[src/asc_pkg.sv]
// Shared constants and types for the converter start and sequencing control
package asc_pkg;
  // Register byte offsets
  localparam logic [7:0] OFF_START_DIV = 8'h10;
  localparam logic [7:0] OFF_SCAN_DIV = 8'h14;
  localparam logic [7:0] OFF_CHAN_GAIN = 8'h18;
  localparam logic [7:0] OFF_ACQ_CTRL = 8'h38;

  // Acquisition control field positions
  localparam int CTRL_GAIN_LSB = 0;
  localparam int CTRL_LAST_LSB = 4;
  localparam int CTRL_SEQ_LSB = 8;
  localparam int CTRL_START_BIT = 16;
  localparam int CTRL_SCAN_BIT = 18;
  localparam int STAT_RUN_BIT = 20;
  localparam int STAT_ARM_BIT = 21;
  localparam int STAT_SCAN_BIT = 22;

  // Reset values
  localparam logic [31:0] RST_START_DIV = 32'h0000_0000;
  localparam logic [31:0] RST_SCAN_DIV = 32'h0000_0000;
  localparam logic [31:0] RST_CHAN_GAIN = 32'h0000_0000;
  localparam logic [31:0] RST_ACQ_CTRL = 32'h0000_0000;

  // Edge select encoding
  localparam logic EDGE_RISE = 1'b0;

  typedef enum logic [1:0] {
    SEQ_NONE = 2'b00,
    SEQ_MODIFY = 2'b01,
    SEQ_ADV = 2'b10,
    SEQ_BASIC = 2'b11
  } asc_seq_t;

  typedef enum logic [0:0] {
    SCAN_IDLE = 1'b0,
    SCAN_RUN = 1'b1
  } asc_scan_t;

  // One conversion request to the converter front end
  typedef struct packed {
    logic start;
    logic [2:0] chan;
    logic [3:0] gain;
  } asc_conv_t;
endpackage

[src/asc_seq_ctrl.sv]
// Converter start sources, channel sequencing and scan pacing
// What this block does
// - Two-bit sequence mode selects none, modify-basic, advanced or basic sequencing.
// - Mode 00 converts the last-channel field at the common gain.
// - Mode 01 takes setting changes without restarting the channel cycle.
// - Mode 10 steps channels zero to last with per-channel gains, then wraps.
// - Mode 11 steps channels zero to last with common gain, then wraps.
// - Divisor zero: control write with bit 16 gives exactly one start.
// - Divisor nonzero, trigger off: bit 16 write starts now, then periodically.
// - Divisor nonzero, trigger on: bit 16 write arms; trigger edge begins starts.
// - Periodic collection runs until bit 16 written clear or reset.
// - External start input gives one start per selected edge.
// - Bit 18 clear: one channel per start event, nothing more.
// - Bit 18 set: each start converts channels zero to last, then idles.
// - Channels inside a scan are paced by the scan divisor.
// - Bit 18 counts as zero in mode 00 or with last channel zero.
// - Periodic start rate is base clock divided by start divisor.
// - Each nybble of the gain register is its channel's gain code.
module asc_seq_ctrl (
  // Clock and reset
  input wire logic clk_sys,
  input wire logic rst,
  // Register port
  input wire logic [7:0] reg_addr,
  input wire logic reg_wr,
  input wire logic reg_rd,
  input wire logic [31:0] reg_wdata,
  output logic [31:0] reg_rdata,
  output logic reg_rvalid,
  // Secondary function setup from the digital I/O block
  input wire logic trig_en,
  input wire logic trig_edge,
  input wire logic xstart_en,
  input wire logic xstart_edge,
  // Pins
  input wire logic trig_pin,
  input wire logic xstart_pin,
  // Converter request
  output asc_pkg::asc_conv_t conv,
  // Status
  output logic run_active,
  output logic run_armed
);
  logic [31:0] start_div_q, scan_div_q, gain_q, ctrl_q;
  logic [31:0] tmr_q, scan_cnt_q;
  logic [31:0] rdata_q;
  logic rvalid_q, running_q, armed_q, imm_start_q;
  logic [1:0] pin_s1_q, pin_s2_q, pin_s3_q;
  logic [2:0] chan_ptr_q;
  asc_pkg::asc_scan_t state_q;
  asc_pkg::asc_conv_t conv_q;

  logic ctrl_wr, wr_start, tick, scan_en, start_evt, trig_hit, xstart_hit, scan_step;
  logic [1:0] pin_rise, pin_fall;
  logic [2:0] last_ch, com_gain;
  asc_pkg::asc_seq_t seq, wr_seq;

  assign ctrl_wr = reg_wr && (reg_addr == asc_pkg::OFF_ACQ_CTRL);
  assign wr_start = reg_wdata[asc_pkg::CTRL_START_BIT];
  assign seq = asc_pkg::asc_seq_t'(ctrl_q[asc_pkg::CTRL_SEQ_LSB +: 2]);
  assign wr_seq = asc_pkg::asc_seq_t'(reg_wdata[asc_pkg::CTRL_SEQ_LSB +: 2]);
  assign last_ch = ctrl_q[asc_pkg::CTRL_LAST_LSB +: 3];
  assign com_gain = ctrl_q[asc_pkg::CTRL_GAIN_LSB +: 3];
  // Scan bit only counts with a real sequence to walk
  assign scan_en = ctrl_q[asc_pkg::CTRL_SCAN_BIT] && (seq != asc_pkg::SEQ_NONE)
                   && (last_ch != 3'h0);

  // Gain code for a channel under the current mode
  function automatic logic [3:0] gain_for(input logic [2:0] ch, input asc_pkg::asc_seq_t m,
                                          input logic [31:0] g, input logic [2:0] cg);
    if (m == asc_pkg::SEQ_ADV) begin
      return g[{ch, 2'b00} +: 4];
    end
    return {1'b0, cg};
  endfunction

  // Register file
  always_ff @(posedge clk_sys or posedge rst) begin
    if (rst) begin
      start_div_q <= asc_pkg::RST_START_DIV;
      scan_div_q <= asc_pkg::RST_SCAN_DIV;
      gain_q <= asc_pkg::RST_CHAN_GAIN;
      ctrl_q <= asc_pkg::RST_ACQ_CTRL;
    end else if (reg_wr) begin
      case (reg_addr)
        asc_pkg::OFF_START_DIV: start_div_q <= reg_wdata;
        asc_pkg::OFF_SCAN_DIV: scan_div_q <= reg_wdata;
        asc_pkg::OFF_CHAN_GAIN: gain_q <= reg_wdata;
        asc_pkg::OFF_ACQ_CTRL: ctrl_q <= reg_wdata;
        default: ;
      endcase
    end
  end

  // Read path, one cycle latency, unmapped reads zero
  always_ff @(posedge clk_sys or posedge rst) begin
    if (rst) begin
      rdata_q <= 32'h0000_0000;
      rvalid_q <= 1'b0;
    end else begin
      rvalid_q <= reg_rd;
      if (reg_rd) begin
        case (reg_addr)
          asc_pkg::OFF_START_DIV: rdata_q <= start_div_q;
          asc_pkg::OFF_SCAN_DIV: rdata_q <= scan_div_q;
          asc_pkg::OFF_CHAN_GAIN: rdata_q <= gain_q;
          asc_pkg::OFF_ACQ_CTRL: begin
            rdata_q <= ctrl_q;
            rdata_q[asc_pkg::STAT_RUN_BIT] <= running_q;
            rdata_q[asc_pkg::STAT_ARM_BIT] <= armed_q;
            rdata_q[asc_pkg::STAT_SCAN_BIT] <= (state_q == asc_pkg::SCAN_RUN);
          end
          default: rdata_q <= 32'h0000_0000;
        endcase
      end
    end
  end

  // Pin synchronisers; bit 0 trigger, bit 1 external start
  always_ff @(posedge clk_sys or posedge rst) begin
    if (rst) begin
      pin_s1_q <= 2'b00;
      pin_s2_q <= 2'b00;
      pin_s3_q <= 2'b00;
    end else begin
      pin_s1_q <= {xstart_pin, trig_pin};
      pin_s2_q <= pin_s1_q;
      pin_s3_q <= pin_s2_q;
    end
  end

  assign pin_rise = pin_s2_q & ~pin_s3_q;
  assign pin_fall = ~pin_s2_q & pin_s3_q;
  assign trig_hit = (trig_edge == asc_pkg::EDGE_RISE) ? pin_rise[0] : pin_fall[0];
  assign xstart_hit = (xstart_edge == asc_pkg::EDGE_RISE) ? pin_rise[1] : pin_fall[1];

  // Software start, arming and run state
  always_ff @(posedge clk_sys or posedge rst) begin
    if (rst) begin
      running_q <= 1'b0;
      armed_q <= 1'b0;
      imm_start_q <= 1'b0;
    end else begin
      imm_start_q <= 1'b0;
      if (ctrl_wr) begin
        if (!wr_start) begin
          running_q <= 1'b0;
          armed_q <= 1'b0;
        end else if (start_div_q == 32'h0000_0000) begin
          imm_start_q <= 1'b1;
          running_q <= 1'b0;
          armed_q <= 1'b0;
        end else if (trig_en) begin
          armed_q <= 1'b1;
          running_q <= 1'b0;
        end else begin
          running_q <= 1'b1;
          imm_start_q <= 1'b1;
        end
      end else if (armed_q && trig_hit) begin
        armed_q <= 1'b0;
        running_q <= 1'b1;
        imm_start_q <= 1'b1;
      end
    end
  end

  // Periodic timer; restarts on the immediate start so the first gap is a full period
  assign tick = running_q && !imm_start_q && (start_div_q != 32'h0000_0000)
                && ((tmr_q + 32'd1) >= start_div_q);

  always_ff @(posedge clk_sys or posedge rst) begin
    if (rst) begin
      tmr_q <= 32'h0000_0000;
    end else if (!running_q || imm_start_q || tick) begin
      tmr_q <= 32'h0000_0000;
    end else begin
      tmr_q <= tmr_q + 32'd1;
    end
  end

  assign start_evt = imm_start_q || tick || (xstart_en && xstart_hit);
  // A zero scan divisor paces at one channel per cycle
  assign scan_step = (scan_cnt_q + 32'd1) >= scan_div_q;

  // Channel sequencing and scan walk; starts during a scan are dropped
  always_ff @(posedge clk_sys or posedge rst) begin
    if (rst) begin
      state_q <= asc_pkg::SCAN_IDLE;
      chan_ptr_q <= 3'h0;
      scan_cnt_q <= 32'h0000_0000;
      conv_q <= '0;
    end else begin
      conv_q.start <= 1'b0;
      if (ctrl_wr && wr_seq != asc_pkg::SEQ_MODIFY) begin
        state_q <= asc_pkg::SCAN_IDLE;
        chan_ptr_q <= 3'h0;
      end else begin
        case (state_q)
          asc_pkg::SCAN_IDLE: begin
            if (start_evt && scan_en) begin
              conv_q <= '{start: 1'b1, chan: 3'h0,
                          gain: gain_for(3'h0, seq, gain_q, com_gain)};
              chan_ptr_q <= 3'h1;
              scan_cnt_q <= 32'h0000_0000;
              state_q <= asc_pkg::SCAN_RUN;
            end else if (start_evt && seq == asc_pkg::SEQ_NONE) begin
              conv_q <= '{start: 1'b1, chan: last_ch, gain: {1'b0, com_gain}};
            end else if (start_evt) begin
              conv_q <= '{start: 1'b1, chan: chan_ptr_q,
                          gain: gain_for(chan_ptr_q, seq, gain_q, com_gain)};
              // Modify-basic keeps the pointer across setting writes
              chan_ptr_q <= (chan_ptr_q >= last_ch) ? 3'h0
                            : chan_ptr_q + 3'h1;
            end
          end
          asc_pkg::SCAN_RUN: begin
            if (scan_step) begin
              conv_q <= '{start: 1'b1, chan: chan_ptr_q,
                          gain: gain_for(chan_ptr_q, seq, gain_q, com_gain)};
              scan_cnt_q <= 32'h0000_0000;
              if (chan_ptr_q >= last_ch) begin
                chan_ptr_q <= 3'h0;
                state_q <= asc_pkg::SCAN_IDLE;
              end else begin
                chan_ptr_q <= chan_ptr_q + 3'h1;
              end
            end else begin
              scan_cnt_q <= scan_cnt_q + 32'd1;
            end
          end
          default: state_q <= asc_pkg::SCAN_IDLE;
        endcase
      end
    end
  end

  assign reg_rdata = rdata_q;
  assign reg_rvalid = rvalid_q;
  assign conv = conv_q;
  assign run_active = running_q;
  assign run_armed = armed_q;
endmodule

[config.mk]
export PLATFORM = sky130hd
export DESIGN_NAME = asc_seq_ctrl
export DESIGN_NICKNAME = d
export VERILOG_FILES = /design/src/asc_pkg.sv /design/src/asc_seq_ctrl.sv
export SDC_FILE = /design/constraint.sdc
export NUM_CORES = 1
export LEC_CHECK = 0
export BUFFER_PORTS_ARGS = -buffer_cell sky130_fd_sc_hd__buf_2
export CAP_MARGIN = 40
export CORE_MARGIN = 4
export CORE_UTILIZATION = 55
export DETAILED_ROUTE_END_ITERATION = 10
export PLACE_DENSITY = 0.78
export SLEW_MARGIN = 40
export SYNTH_ARGS = -nofsm -noshare
export SYNTH_HDL_FRONTEND = slang
export SYNTH_SLANG_ARGS = --single-unit
[constraint.sdc]
create_clock -name clk_sys -period 6.8 [get_ports clk_sys]
set_input_delay 0.34 -clock clk_sys [delete_from_list [all_inputs] [get_ports clk_sys]]
set_output_delay 0.34 -clock clk_sys [all_outputs]
set_load 0.1 [all_outputs]
==> results of run 1 <==
==> cell type report <==
class,instances,area (sq um)
Clock inverter,14,166
Tap cell,313,392
Inverter,122,462
Multi-Input combinational cell,774,6250
Fill cell,1757,8200
Clock buffer,34,732
Sequential cell,243,6080
Timing Repair Buffer,113,633
==> worst reg2reg max path, stage by stage, from the launching register on <==
cell,delay [ns]
dfrtp_1,0.39
nand3_1,0.18
nor3_1,0.56
and3_1,0.31
nand4_1,0.22
nor2_1,0.24
and4_1,0.24
xor2_1,0.08
ha_1,0.29
nand4_1,0.15
nor4_1,0.37
o21ai_0,0.18
o21ai_1,0.24
a31oi_1,0.11
buf_4,0.21
or2_1,0.52
a22o_1,0.36
==> where the power goes <==
part | switching [mW] | internal (mW)
logic | 0.273 | 0.130
clock network | 0.599 | 0.878
registers | 0.0715 | 1.50
total | 0.943 | 2.51
==> registers in the layout, indices dropped and copies added (netlist names), 2 cells and up <==
name / count
chan_ptr_q: 3
conv: 8
ctrl_q: 29
gain_q: 32
pin_s1_q: 2
pin_s2_q: 2
pin_s3_q: 2
reg_rdata: 32
scan_cnt_q: 32
scan_div_q: 32
start_div_q: 32
tmr_q: 32
==> kinds of logic (layout without fill, tap and decap cells) <==
group	after synthesis	in the layout	synth area share [%]
and+or+nand+nor	257	257	10.5
xor gates and xnor gates	60	60	4.04
muxes	133	133	12.2
AOI/OAI and AO/OA	254	254	14.5
buffers and inverters	175	283	5.31
DFF	243	243	46.8
adders and majority gates	70	70	6.74
==> layer usage <==
layer  global-route usage (%)  routed length [um]
met1                     37.5               15000
met2                     42.8               16300
met3                     5.46                2790
met4                     6.61                 736
met5                        0                  15
==> how the worst max path moves through the flow <==
stage                       start              to  slack [ns]
finish                   tmr_q[2]  scan_cnt_q[17]        2.03
global route        scan_cnt_q[0]         conv[5]        1.67
CTS                      tmr_q[0]         conv[5]        1.92
detailed placement       tmr_q[0]         conv[5]        1.96
global placement         tmr_q[2]         conv[4]        2.07
floorplan           scan_cnt_q[5]         conv[4]        2.70
==> layout by cell type (no fill, tap or decap), types with 8 or more instances in the layout <==
master     synthesis  routed
dfrtp_1          243     243
mux2_2           122     122
inv_1            119     118
buf_2              3      92
nand2_1           71      70
ha_1              70      70
a22o_1            50      50
nor2_1            37      36
a221oi_1          35      35
xnor2_1           35      35
nor2b_1           35      34
o22ai_1           32      32
o21ai_0           29      29
a21oi_1           28      28
clkbuf_16          0      27
nand3_1           26      26
xor2_1            25      25
o31ai_1           25      24
nand4_1           23      23
and3_1            18      18
buf_4              4      16
a21o_1            14      14
nor4_1            10      10
a31oi_1            9       9
mux4_2             8       8
==> through the flow <==
| step | instance area (sq um) | worst slack (ns) | hold WS, ns | instances |
|---|---|---|---|---|
| after detailed placement | 13800 | 1.96 | 0.341 | 1560 |
| after global placement | 13800 | 2.07 | 0.336 | 1560 |
| after global routing | 14700 | 1.67 | 0.0358 | 1613 |
| final | 14700 | 2.03 | 0.0420 | 1613 |
| after CTS | 14700 | 1.92 | 0.0166 | 1611 |
| after floorplan | 13000 | 2.70 | 0.331 | 1192 |
==> flow_metrics.tcl, run 1 <==
set metrics [dict create \
    irDropWorstVdd_v 0.000196 \
    avgRoutedWirePerCell_um 21.6 \
    start_util_pct 56.7 \
    fp.coreArea_sq_um 22900 \
    synth_area_leaders "dfrtp_1 (47%), mux2_2 (11%), ha_1 (6.7%)" \
    fp.dieH_um 162 \
    hold_path_end "run_active" \
    clk_path_buf_depth 3 \
    period_needed_ns 4.77 \
    path_depth 16 \
    hold_class "input pin to flop" \
    hpwl_mm 23.9 \
    antenna_found_initial 1 \
    cp-end-kind "flop" \
    synth_top_area_cell "dfrtp_1" \
    hold_buffers 3 \
    totalWireLength_mm 34.8 \
    rr_endpoint "scan_cnt_q[17]" \
    path_class "flop to flop" \
    path_delay_family "simple AND/OR/NAND/NOR gates" \
    synth-edff-count 0 \
    worst_pin_slew_ns 0.856 \
    grt_usage_pct 26.6 \
    overflow 0 \
    clock_latency_ns 0.54 \
    path_buf_inv 1 \
    yosysMostFrequentCell "dfrtp_1" \
    cts_tree "done" \
    synth-seq-cells 243 \
    ant_nets 0 \
    clk_root_buffer_cell "clkbuf_16" \
    synth.yosys.seq_area_share_pct 46.8 \
    slowest_stage "nor3_1" \
    syn_area_sq_um 13000 \
    leakage_nw 7.10 \
    io_buffer_count 92 \
    ys.flop_type "dfrtp_1" \
    final_core_util_pct 64.2 \
    asyncSetResetFlopFracSynth_pct 100 \
    clkTransAtPathRegs_ns 0.06 \
    ys_top_cells_by_count "dfrtp_1 (243), mux2_2 (122), inv_1 (119)" \
    vias_per_cell 6.19 \
    finClkSkew_ns 0.0199 \
    die_area_sq_um 26200 \
    syn_nets 1312 \
    finalNetCount 1401 \
    rsz0062_at_grt "false" \
    cp_common_cell "nand4_1" \
    yosysUniqueCellTypes 67 \
    hold_violations 0 \
    slew_violations 0 \
    clock_sinks 243 \
    path_max_fanout 18 \
    syn_to_final_growth_pct 13.2 \
    routabilityCongestion 1.01 \
    slew_headroom_pct 42.2 \
    ctsResizeCount 0 \
    hold_path_startpoint "trig_en" \
    setup_violations 0 \
    worst-r2r-setup-slack_ns 2.03 \
    first_global_vias 10118 \
    maxCapViolations 0 \
    drive_gt1_share_pct 23.3 \
    ctsHtreeMaxLevel 1 \
    pin_count 93 \
    finalPower_mw 3.45 \
    post-cts-setup-buffers 0 \
    finalCritPeriodShare_pct 70.2 \
    reg2reg_from "tmr_q[2]" \
    drc 0 \
    diodes 0 \
    synth_cells 1192 \
    setup_tns_ns 0 \
    syn_avg_cell_area_sq_um 10.9 \
    grt_max_degree 75 \
    placementRows 55 \
    initialDrtViolationCount 805 \
    drtPass1Iterations 7 \
    required_ns 7.23 \
    cts_made_buffers 27 \
    crit_chain "nand3_1, nor3_1, and3_1, nand4_1, nor2_1, and4_1, xor2_1, ha_1, nand4_1, nor4_1, o21ai_0, o21ai_1, a31oi_1, buf_4, or2_1, a22o_1" \
    crit_path_start_kind "flop" \
    crit_arrival_ns 5.20 \
    yosys_warnings 0 \
    synth.top_cell.area_share_pct 46.8 \
    max_freq_mhz 209 \
    grt_pass1_wl_mm 56.2 \
    slowest_delay_ns 0.56 \
    status "complete, no violations" \
    min_path_cells 2 \
    die_w_um 162 \
    reg2reg_depth 16 \
    power_density_nw_per_um2 235 \
    num_vias 9987 \
]
Note: power is estimated with default switching activity, not from simulation.
==> run 2, diff against run 1 <==
--- a/config.mk
+++ b/config.mk
@@ -8,9 +8,9 @@
 export BUFFER_PORTS_ARGS = -buffer_cell sky130_fd_sc_hd__buf_2
 export CAP_MARGIN = 40
 export CORE_MARGIN = 4
-export CORE_UTILIZATION = 55
+export CORE_UTILIZATION = 60
 export DETAILED_ROUTE_END_ITERATION = 10
-export PLACE_DENSITY = 0.78
+export PLACE_DENSITY = 0.8
 export SLEW_MARGIN = 40
 export SYNTH_ARGS = -nofsm -noshare
 export SYNTH_HDL_FRONTEND = slang
==> constraint.sdc (replaced) <==
create_clock -name clk_sys -period 4.8 [get_ports clk_sys]
set_input_delay 0.24 -clock clk_sys [delete_from_list [all_inputs] [get_ports clk_sys]]
set_output_delay 0.24 -clock clk_sys [all_outputs]
set_load 0.1 [all_outputs]
==> flow_metrics.tcl, run 2 (synthesized netlist as in run 1, its figures left out) <==
set metrics [dict create \
    status "complete, no violations" \
    reg2reg_from "scan_cnt_q[5]" \
    pin_count 93 \
    fillCellCount 1453 \
    die_w_um 155 \
    dr.max_layer_used "met5" \
    initialDrtViolationCount 895 \
    placementRows 53 \
    max_freq_mhz 223 \
    maxCapViolations 0 \
    seq_area_sq_um 6080 \
    post-cts-setup-buffers 0 \
    grt_max_degree 152 \
    cts_tree "done" \
    multiInputGateArea_sq_um 6260 \
    clock_latency_ns 0.54 \
    final_core_util_pct 70.8 \
    worst-r2r-setup-slack_ns 0.32 \
    ctsHtreeMaxLevel 1 \
    start_util_pct 61.5 \
    path_max_fanout 9 \
    syn_to_final_growth_pct 15.1 \
    clkTransAtPathRegs_ns 0.06 \
    hpwl_mm 23.6 \
    rsz0062_at_grt "false" \
    routabilityCongestion 0.904 \
    grt_pass1_wl_mm 55.2 \
    die_area_sq_um 24100 \
    worst_pin_slew_ns 0.823 \
    finalNetCount 1432 \
    slew_headroom_pct 45.1 \
    cp-end-kind "flop" \
    cts_made_buffers 26 \
    crit_arrival_ns 4.89 \
    hold_class "input pin to flop" \
    layout_common_cells "dfrtp_1 (243), mux2_2 (122), inv_1 (118)" \
    clk_root_buffer_cell "clkbuf_16" \
    clock_sinks 243 \
    cp_common_cell "a21o_1" \
    setup_violations 0 \
    fin_cells 1603 \
    layout_commonest_cell "dfrtp_1" \
    finClkSkew_ns 0.0208 \
    drive_gt1_share_pct 23.2 \
    num_vias 10109 \
    routed-wl-met2_mm 16.0 \
    power_density_nw_per_um2 322 \
    required_ns 5.21 \
    slowest_delay_ns 0.46 \
    met1Wirelength_mm 14.2 \
    avgRoutedWirePerCell_um 21.4 \
    slowest_stage "or3_1" \
    grt_usage_pct 28.6 \
    path_class "flop to flop" \
    reg2reg_depth 17 \
    overflow 0 \
    critical_path.endpoint "conv[4]" \
    leakage_nw 7.22 \
    antenna_found_initial 1 \
    vias_per_cell 6.31 \
    irDropWorstVdd_v 0.000245 \
    hold_violations 0 \
    slew_violations 0 \
    drtPass1Iterations 6 \
    drc 0 \
    ant_nets 0 \
    crit_chain "nand4_1, or3_1, nor4_4, and2_2, and4_2, nand3_1, xnor2_1, ha_1, a21o_1, a21o_1, a221oi_1, o22a_1, o21ai_2, a21o_1, nand2_1, inv_2, mux2_2" \
    clk_path_buf_depth 3 \
    finalCritPeriodShare_pct 93.3 \
    crit_path_start_kind "flop" \
    first_global_vias 10136 \
    setup_tns_ns 0 \
    rr_endpoint "conv[4]" \
    fp.coreArea_sq_um 21200 \
    wl_met3_mm 3.08 \
    period_needed_ns 4.48 \
    placedCellCount 1528 \
    finalPower_mw 4.81 \
    diodes 0 \
    startpoint "scan_cnt_q[5]" \
    fp.dieH_um 155 \
    io_buffer_count 92 \
    totalWireLength_mm 34.3 \
]
[run 2: worst min path at each step]
stage | from | to | slack [ns] | depth (start not counted)
floorplan | trig_pin | pin_s1_q[0] | 0.27 | 0
global placement | pin_s1_q[1] | pin_s2_q[1] | 0.33 | 0
detailed placement | pin_s1_q[1] | pin_s2_q[1] | 0.35 | 0
CTS | reg_wdata[7] | start_div_q[7] | 0.002 | 2
global route | reg_wdata[7] | start_div_q[7] | 0.02 | 2
finish | reg_wdata[7] | start_div_q[7] | 0.02 | 2
[run 2: metrics by stage]
stage                     cell area [sq um]  worst slack, ns  hold slack, ns
final                                 15000            0.322          0.0242
after CTS                             14900           0.0432         0.00226
after floorplan                       13000            0.697           0.271
after detailed placement              13800            0.103           0.347
after global routing                  15000           0.0445          0.0153
after global placement                13800            0.280           0.333
[run 2: worst max-delay path: cells and delay by family (launching register included)]
kind	cells	cell delay (ns)
flops	1	0.45
mux	1	0.28
buf+inv	1	0.09
simple gates	7	1.85
fa+ha+maj	1	0.28
xor+xnor	1	0.22
compound gates	6	1.22
[run 2: metal layers]
metal | track usage [%] | vias to the layer above
li1 | - | 4555
met1 | 40.4 | 5004
met2 | 46.0 | 461
met3 | 4.92 | 87
met4 | 8.50 | 2
met5 | 0 | -
[run 2: timing repair]
action	in CTS	in global routing
hold buffers	30	0
endpoints found under the setup margin	0	14
resized for setup	0	4
hold endpoints to repair	180	0
[run 2: cell type report]
cell class | count | area share (%)
Clock buffer | 34 | 4.88
Timing Repair Buffer | 145 | 6.47
Clock inverter | 10 | 0.803
Inverter | 122 | 3.08
Sequential cell | 243 | 40.6
Tap cell | 275 | 2.30
Multi-Input combinational cell | 774 | 41.8
[run 2: where the power goes]
part,internal [mW],total (mW),switching [mW]
clock,1.18,1.99,0.820
sequential,2.13,2.23,0.103
combinational,0.203,0.591,0.388
total,3.50,4.81,1.31
==> run 3, diff against run 2 <==
--- a/config.mk
+++ b/config.mk
@@ -8,9 +8,9 @@
 export BUFFER_PORTS_ARGS = -buffer_cell sky130_fd_sc_hd__buf_2
 export CAP_MARGIN = 40
 export CORE_MARGIN = 4
-export CORE_UTILIZATION = 60
+export CORE_UTILIZATION = 50
 export DETAILED_ROUTE_END_ITERATION = 10
-export PLACE_DENSITY = 0.8
+export PLACE_DENSITY = 0.69
 export SLEW_MARGIN = 40
 export SYNTH_ARGS = -nofsm -noshare
 export SYNTH_HDL_FRONTEND = slang
==> flow_metrics.tcl, run 3 (synthesized netlist as in run 1, its figures left out) <==
set metrics [dict create \
    drc 0 \
    clock_sinks 243 \
    path_max_fanout 18 \
    ctsHtreeMaxLevel 1 \
    hold_path_startpoint "reg_wdata[29]" \
    crit_arrival_ns 4.88 \
    hold_path_end "scan_div_q[29]" \
    diodes 0 \
    first_global_vias 10007 \
    finalCritPeriodShare_pct 91.7 \
    die_w_um 169 \
    setup_tns_ns 0 \
    clk_path_buf_depth 3 \
    period_needed_ns 4.40 \
    fp.coreArea_sq_um 25400 \
    syn_to_final_growth_pct 16.4 \
    crit_path_start_kind "flop" \
    reg2reg_depth 15 \
    ant_nets 0 \
    vias_per_cell 5.93 \
    slowest_stage "or2_1" \
    post-cts-setup-buffers 0 \
    reg2reg_from "tmr_q[0]" \
    irDropWorstVdd_v 0.000292 \
    grt_max_degree 141 \
    die_area_sq_um 28600 \
    hold_violations 0 \
    pin_count 93 \
    status "complete, no violations" \
    layout_commonest_cell "dfrtp_1" \
    totalWireLength_mm 34.7 \
    num_vias 9869 \
    crit_chain "ha_1, nand2_1, nor3_1, buf_4, nand2_1, xnor2_1, ha_1, a21oi_1, nand2_1, a2111o_1, a211oi_1, o21ai_1, a31oi_1, or2_1, a22o_1" \
    fin_area_sq_um 15100 \
    cts_made_buffers 27 \
    leakage_nw 7.26 \
    slew_violations 0 \
    worst-r2r-setup-slack_ns 0.40 \
    rr_endpoint "scan_cnt_q[16]" \
    overflow 0 \
    cp-end-kind "flop" \
    slowest_delay_ns 0.63 \
    cts_tree "done" \
    finalNetCount 1433 \
    drtPass1Iterations 5 \
    path_class "flop to flop" \
    slew_headroom_pct 43.6 \
    clkTransAtPathRegs_ns 0.06 \
    avgRoutedWirePerCell_um 20.8 \
    required_ns 5.28 \
    maxCapViolations 0 \
    routabilityCongestion 0.880 \
    antenna_found_initial 0 \
    layout_common_cells "dfrtp_1 (243), mux2_2 (122), inv_1 (118)" \
    placementRows 58 \
    startpoint "tmr_q[0]" \
    hpwl_mm 24.1 \
    finClkSkew_ns 0.00936 \
    place_area_sq_um 13900 \
    setup_violations 0 \
    power_density_nw_per_um2 329 \
    min_path_cells 2 \
    fp.dieH_um 169 \
    grt_usage_pct 24.2 \
    io_buffer_count 92 \
    rsz0062_at_grt "false" \
    initialDrtViolationCount 731 \
    clk_root_buffer_cell "clkbuf_16" \
    worst_pin_slew_ns 0.845 \
    finalPower_mw 4.98 \
    grt_pass1_wl_mm 55.4 \
    drive_gt1_share_pct 23.6 \
    clock_latency_ns 0.55 \
    cp_common_cell "nand2_1" \
    start_util_pct 51.2 \
    hold_class "input pin to flop" \
    max_freq_mhz 227 \
]
-- run 3: cell count changes in the layout (fill, tap and decap cells not counted), moves of 2 or more --
cell and delta:
bufinv_16 +2, clkinv_2 +5, clkbuf_1 -2, clkbuf_8 -2
-- run 3: through the flow --
stage               instances  hold WS [ns]  util, %  worst slack (ns)
floorplan                1192         0.271        -             0.697
global placement         1584         0.332     54.6             0.212
CTS                      1663       0.00490     59.4             0.166
finish                   1663        0.0152     59.6             0.399
global route             1663        0.0141     59.6            0.0689
detailed placement       1584         0.342     54.6             0.181
-- run 3: how the worst max path moves through the flow --
| stage | depth (start not counted) | to | slack (ns) |
|---|---|---|---|
| 3_5_place_dp | 17 | conv[6] | 0.18 |
| 6_report | 15 | scan_cnt_q[16] | 0.40 |
| 4_1_cts | 17 | conv[6] | 0.17 |
| 3_3_place_gp | 17 | conv[4] | 0.21 |
| 5_1_grt | 17 | conv[6] | 0.07 |
| 2_1_floorplan | 19 | conv[4] | 0.70 |
-- run 3: final cells by class --
type / instances / area [sq um]
multi-input combinational: 774 / 6270
sequential: 243 / 6080
tap: 330 / 413
clock inverter: 18 / 216
clock buffer: 31 / 721
inverter: 122 / 464
timing repair buffer: 145 / 965
fill: 2116 / 10300
-- run 3: critical path, delay by kind of cell, from the launching register on --
family                   cells  cell delay [ns]
XOR/XNOR                     1             0.19
AND/OR/NAND/NOR              5             1.22
buffers and inverters        1             0.19
flip-flops                   1             0.39
adder cells (fa/ha/maj)      2             0.52
AO/OA/AOI/OAI                6             1.81
-- run 3: timing repair --
item,4_1_cts,5_1_grt
hold endpoints to repair,206,0
resized for setup,0,5
setup endpoints to repair,0,37
hold buffers,30,0
-- run 3: power breakdown --
| part | leakage (nW) | internal (mW) | switching [mW] |
|---|---|---|---|
| registers | 3.33 | 2.13 | 0.0993 |
| clock network | 0.462 | 1.30 | 0.864 |
| logic | 3.46 | 0.199 | 0.391 |
| total | 7.26 | 3.63 | 1.35 |
-- run 3: metal layers --
layer / track usage (%) / share of wire [%]
met1: 34.5 / 45
met2: 38.9 / 46
met3: 3.56 / 5.6
met4: 6.79 / 2.6
met5: 0 / 0
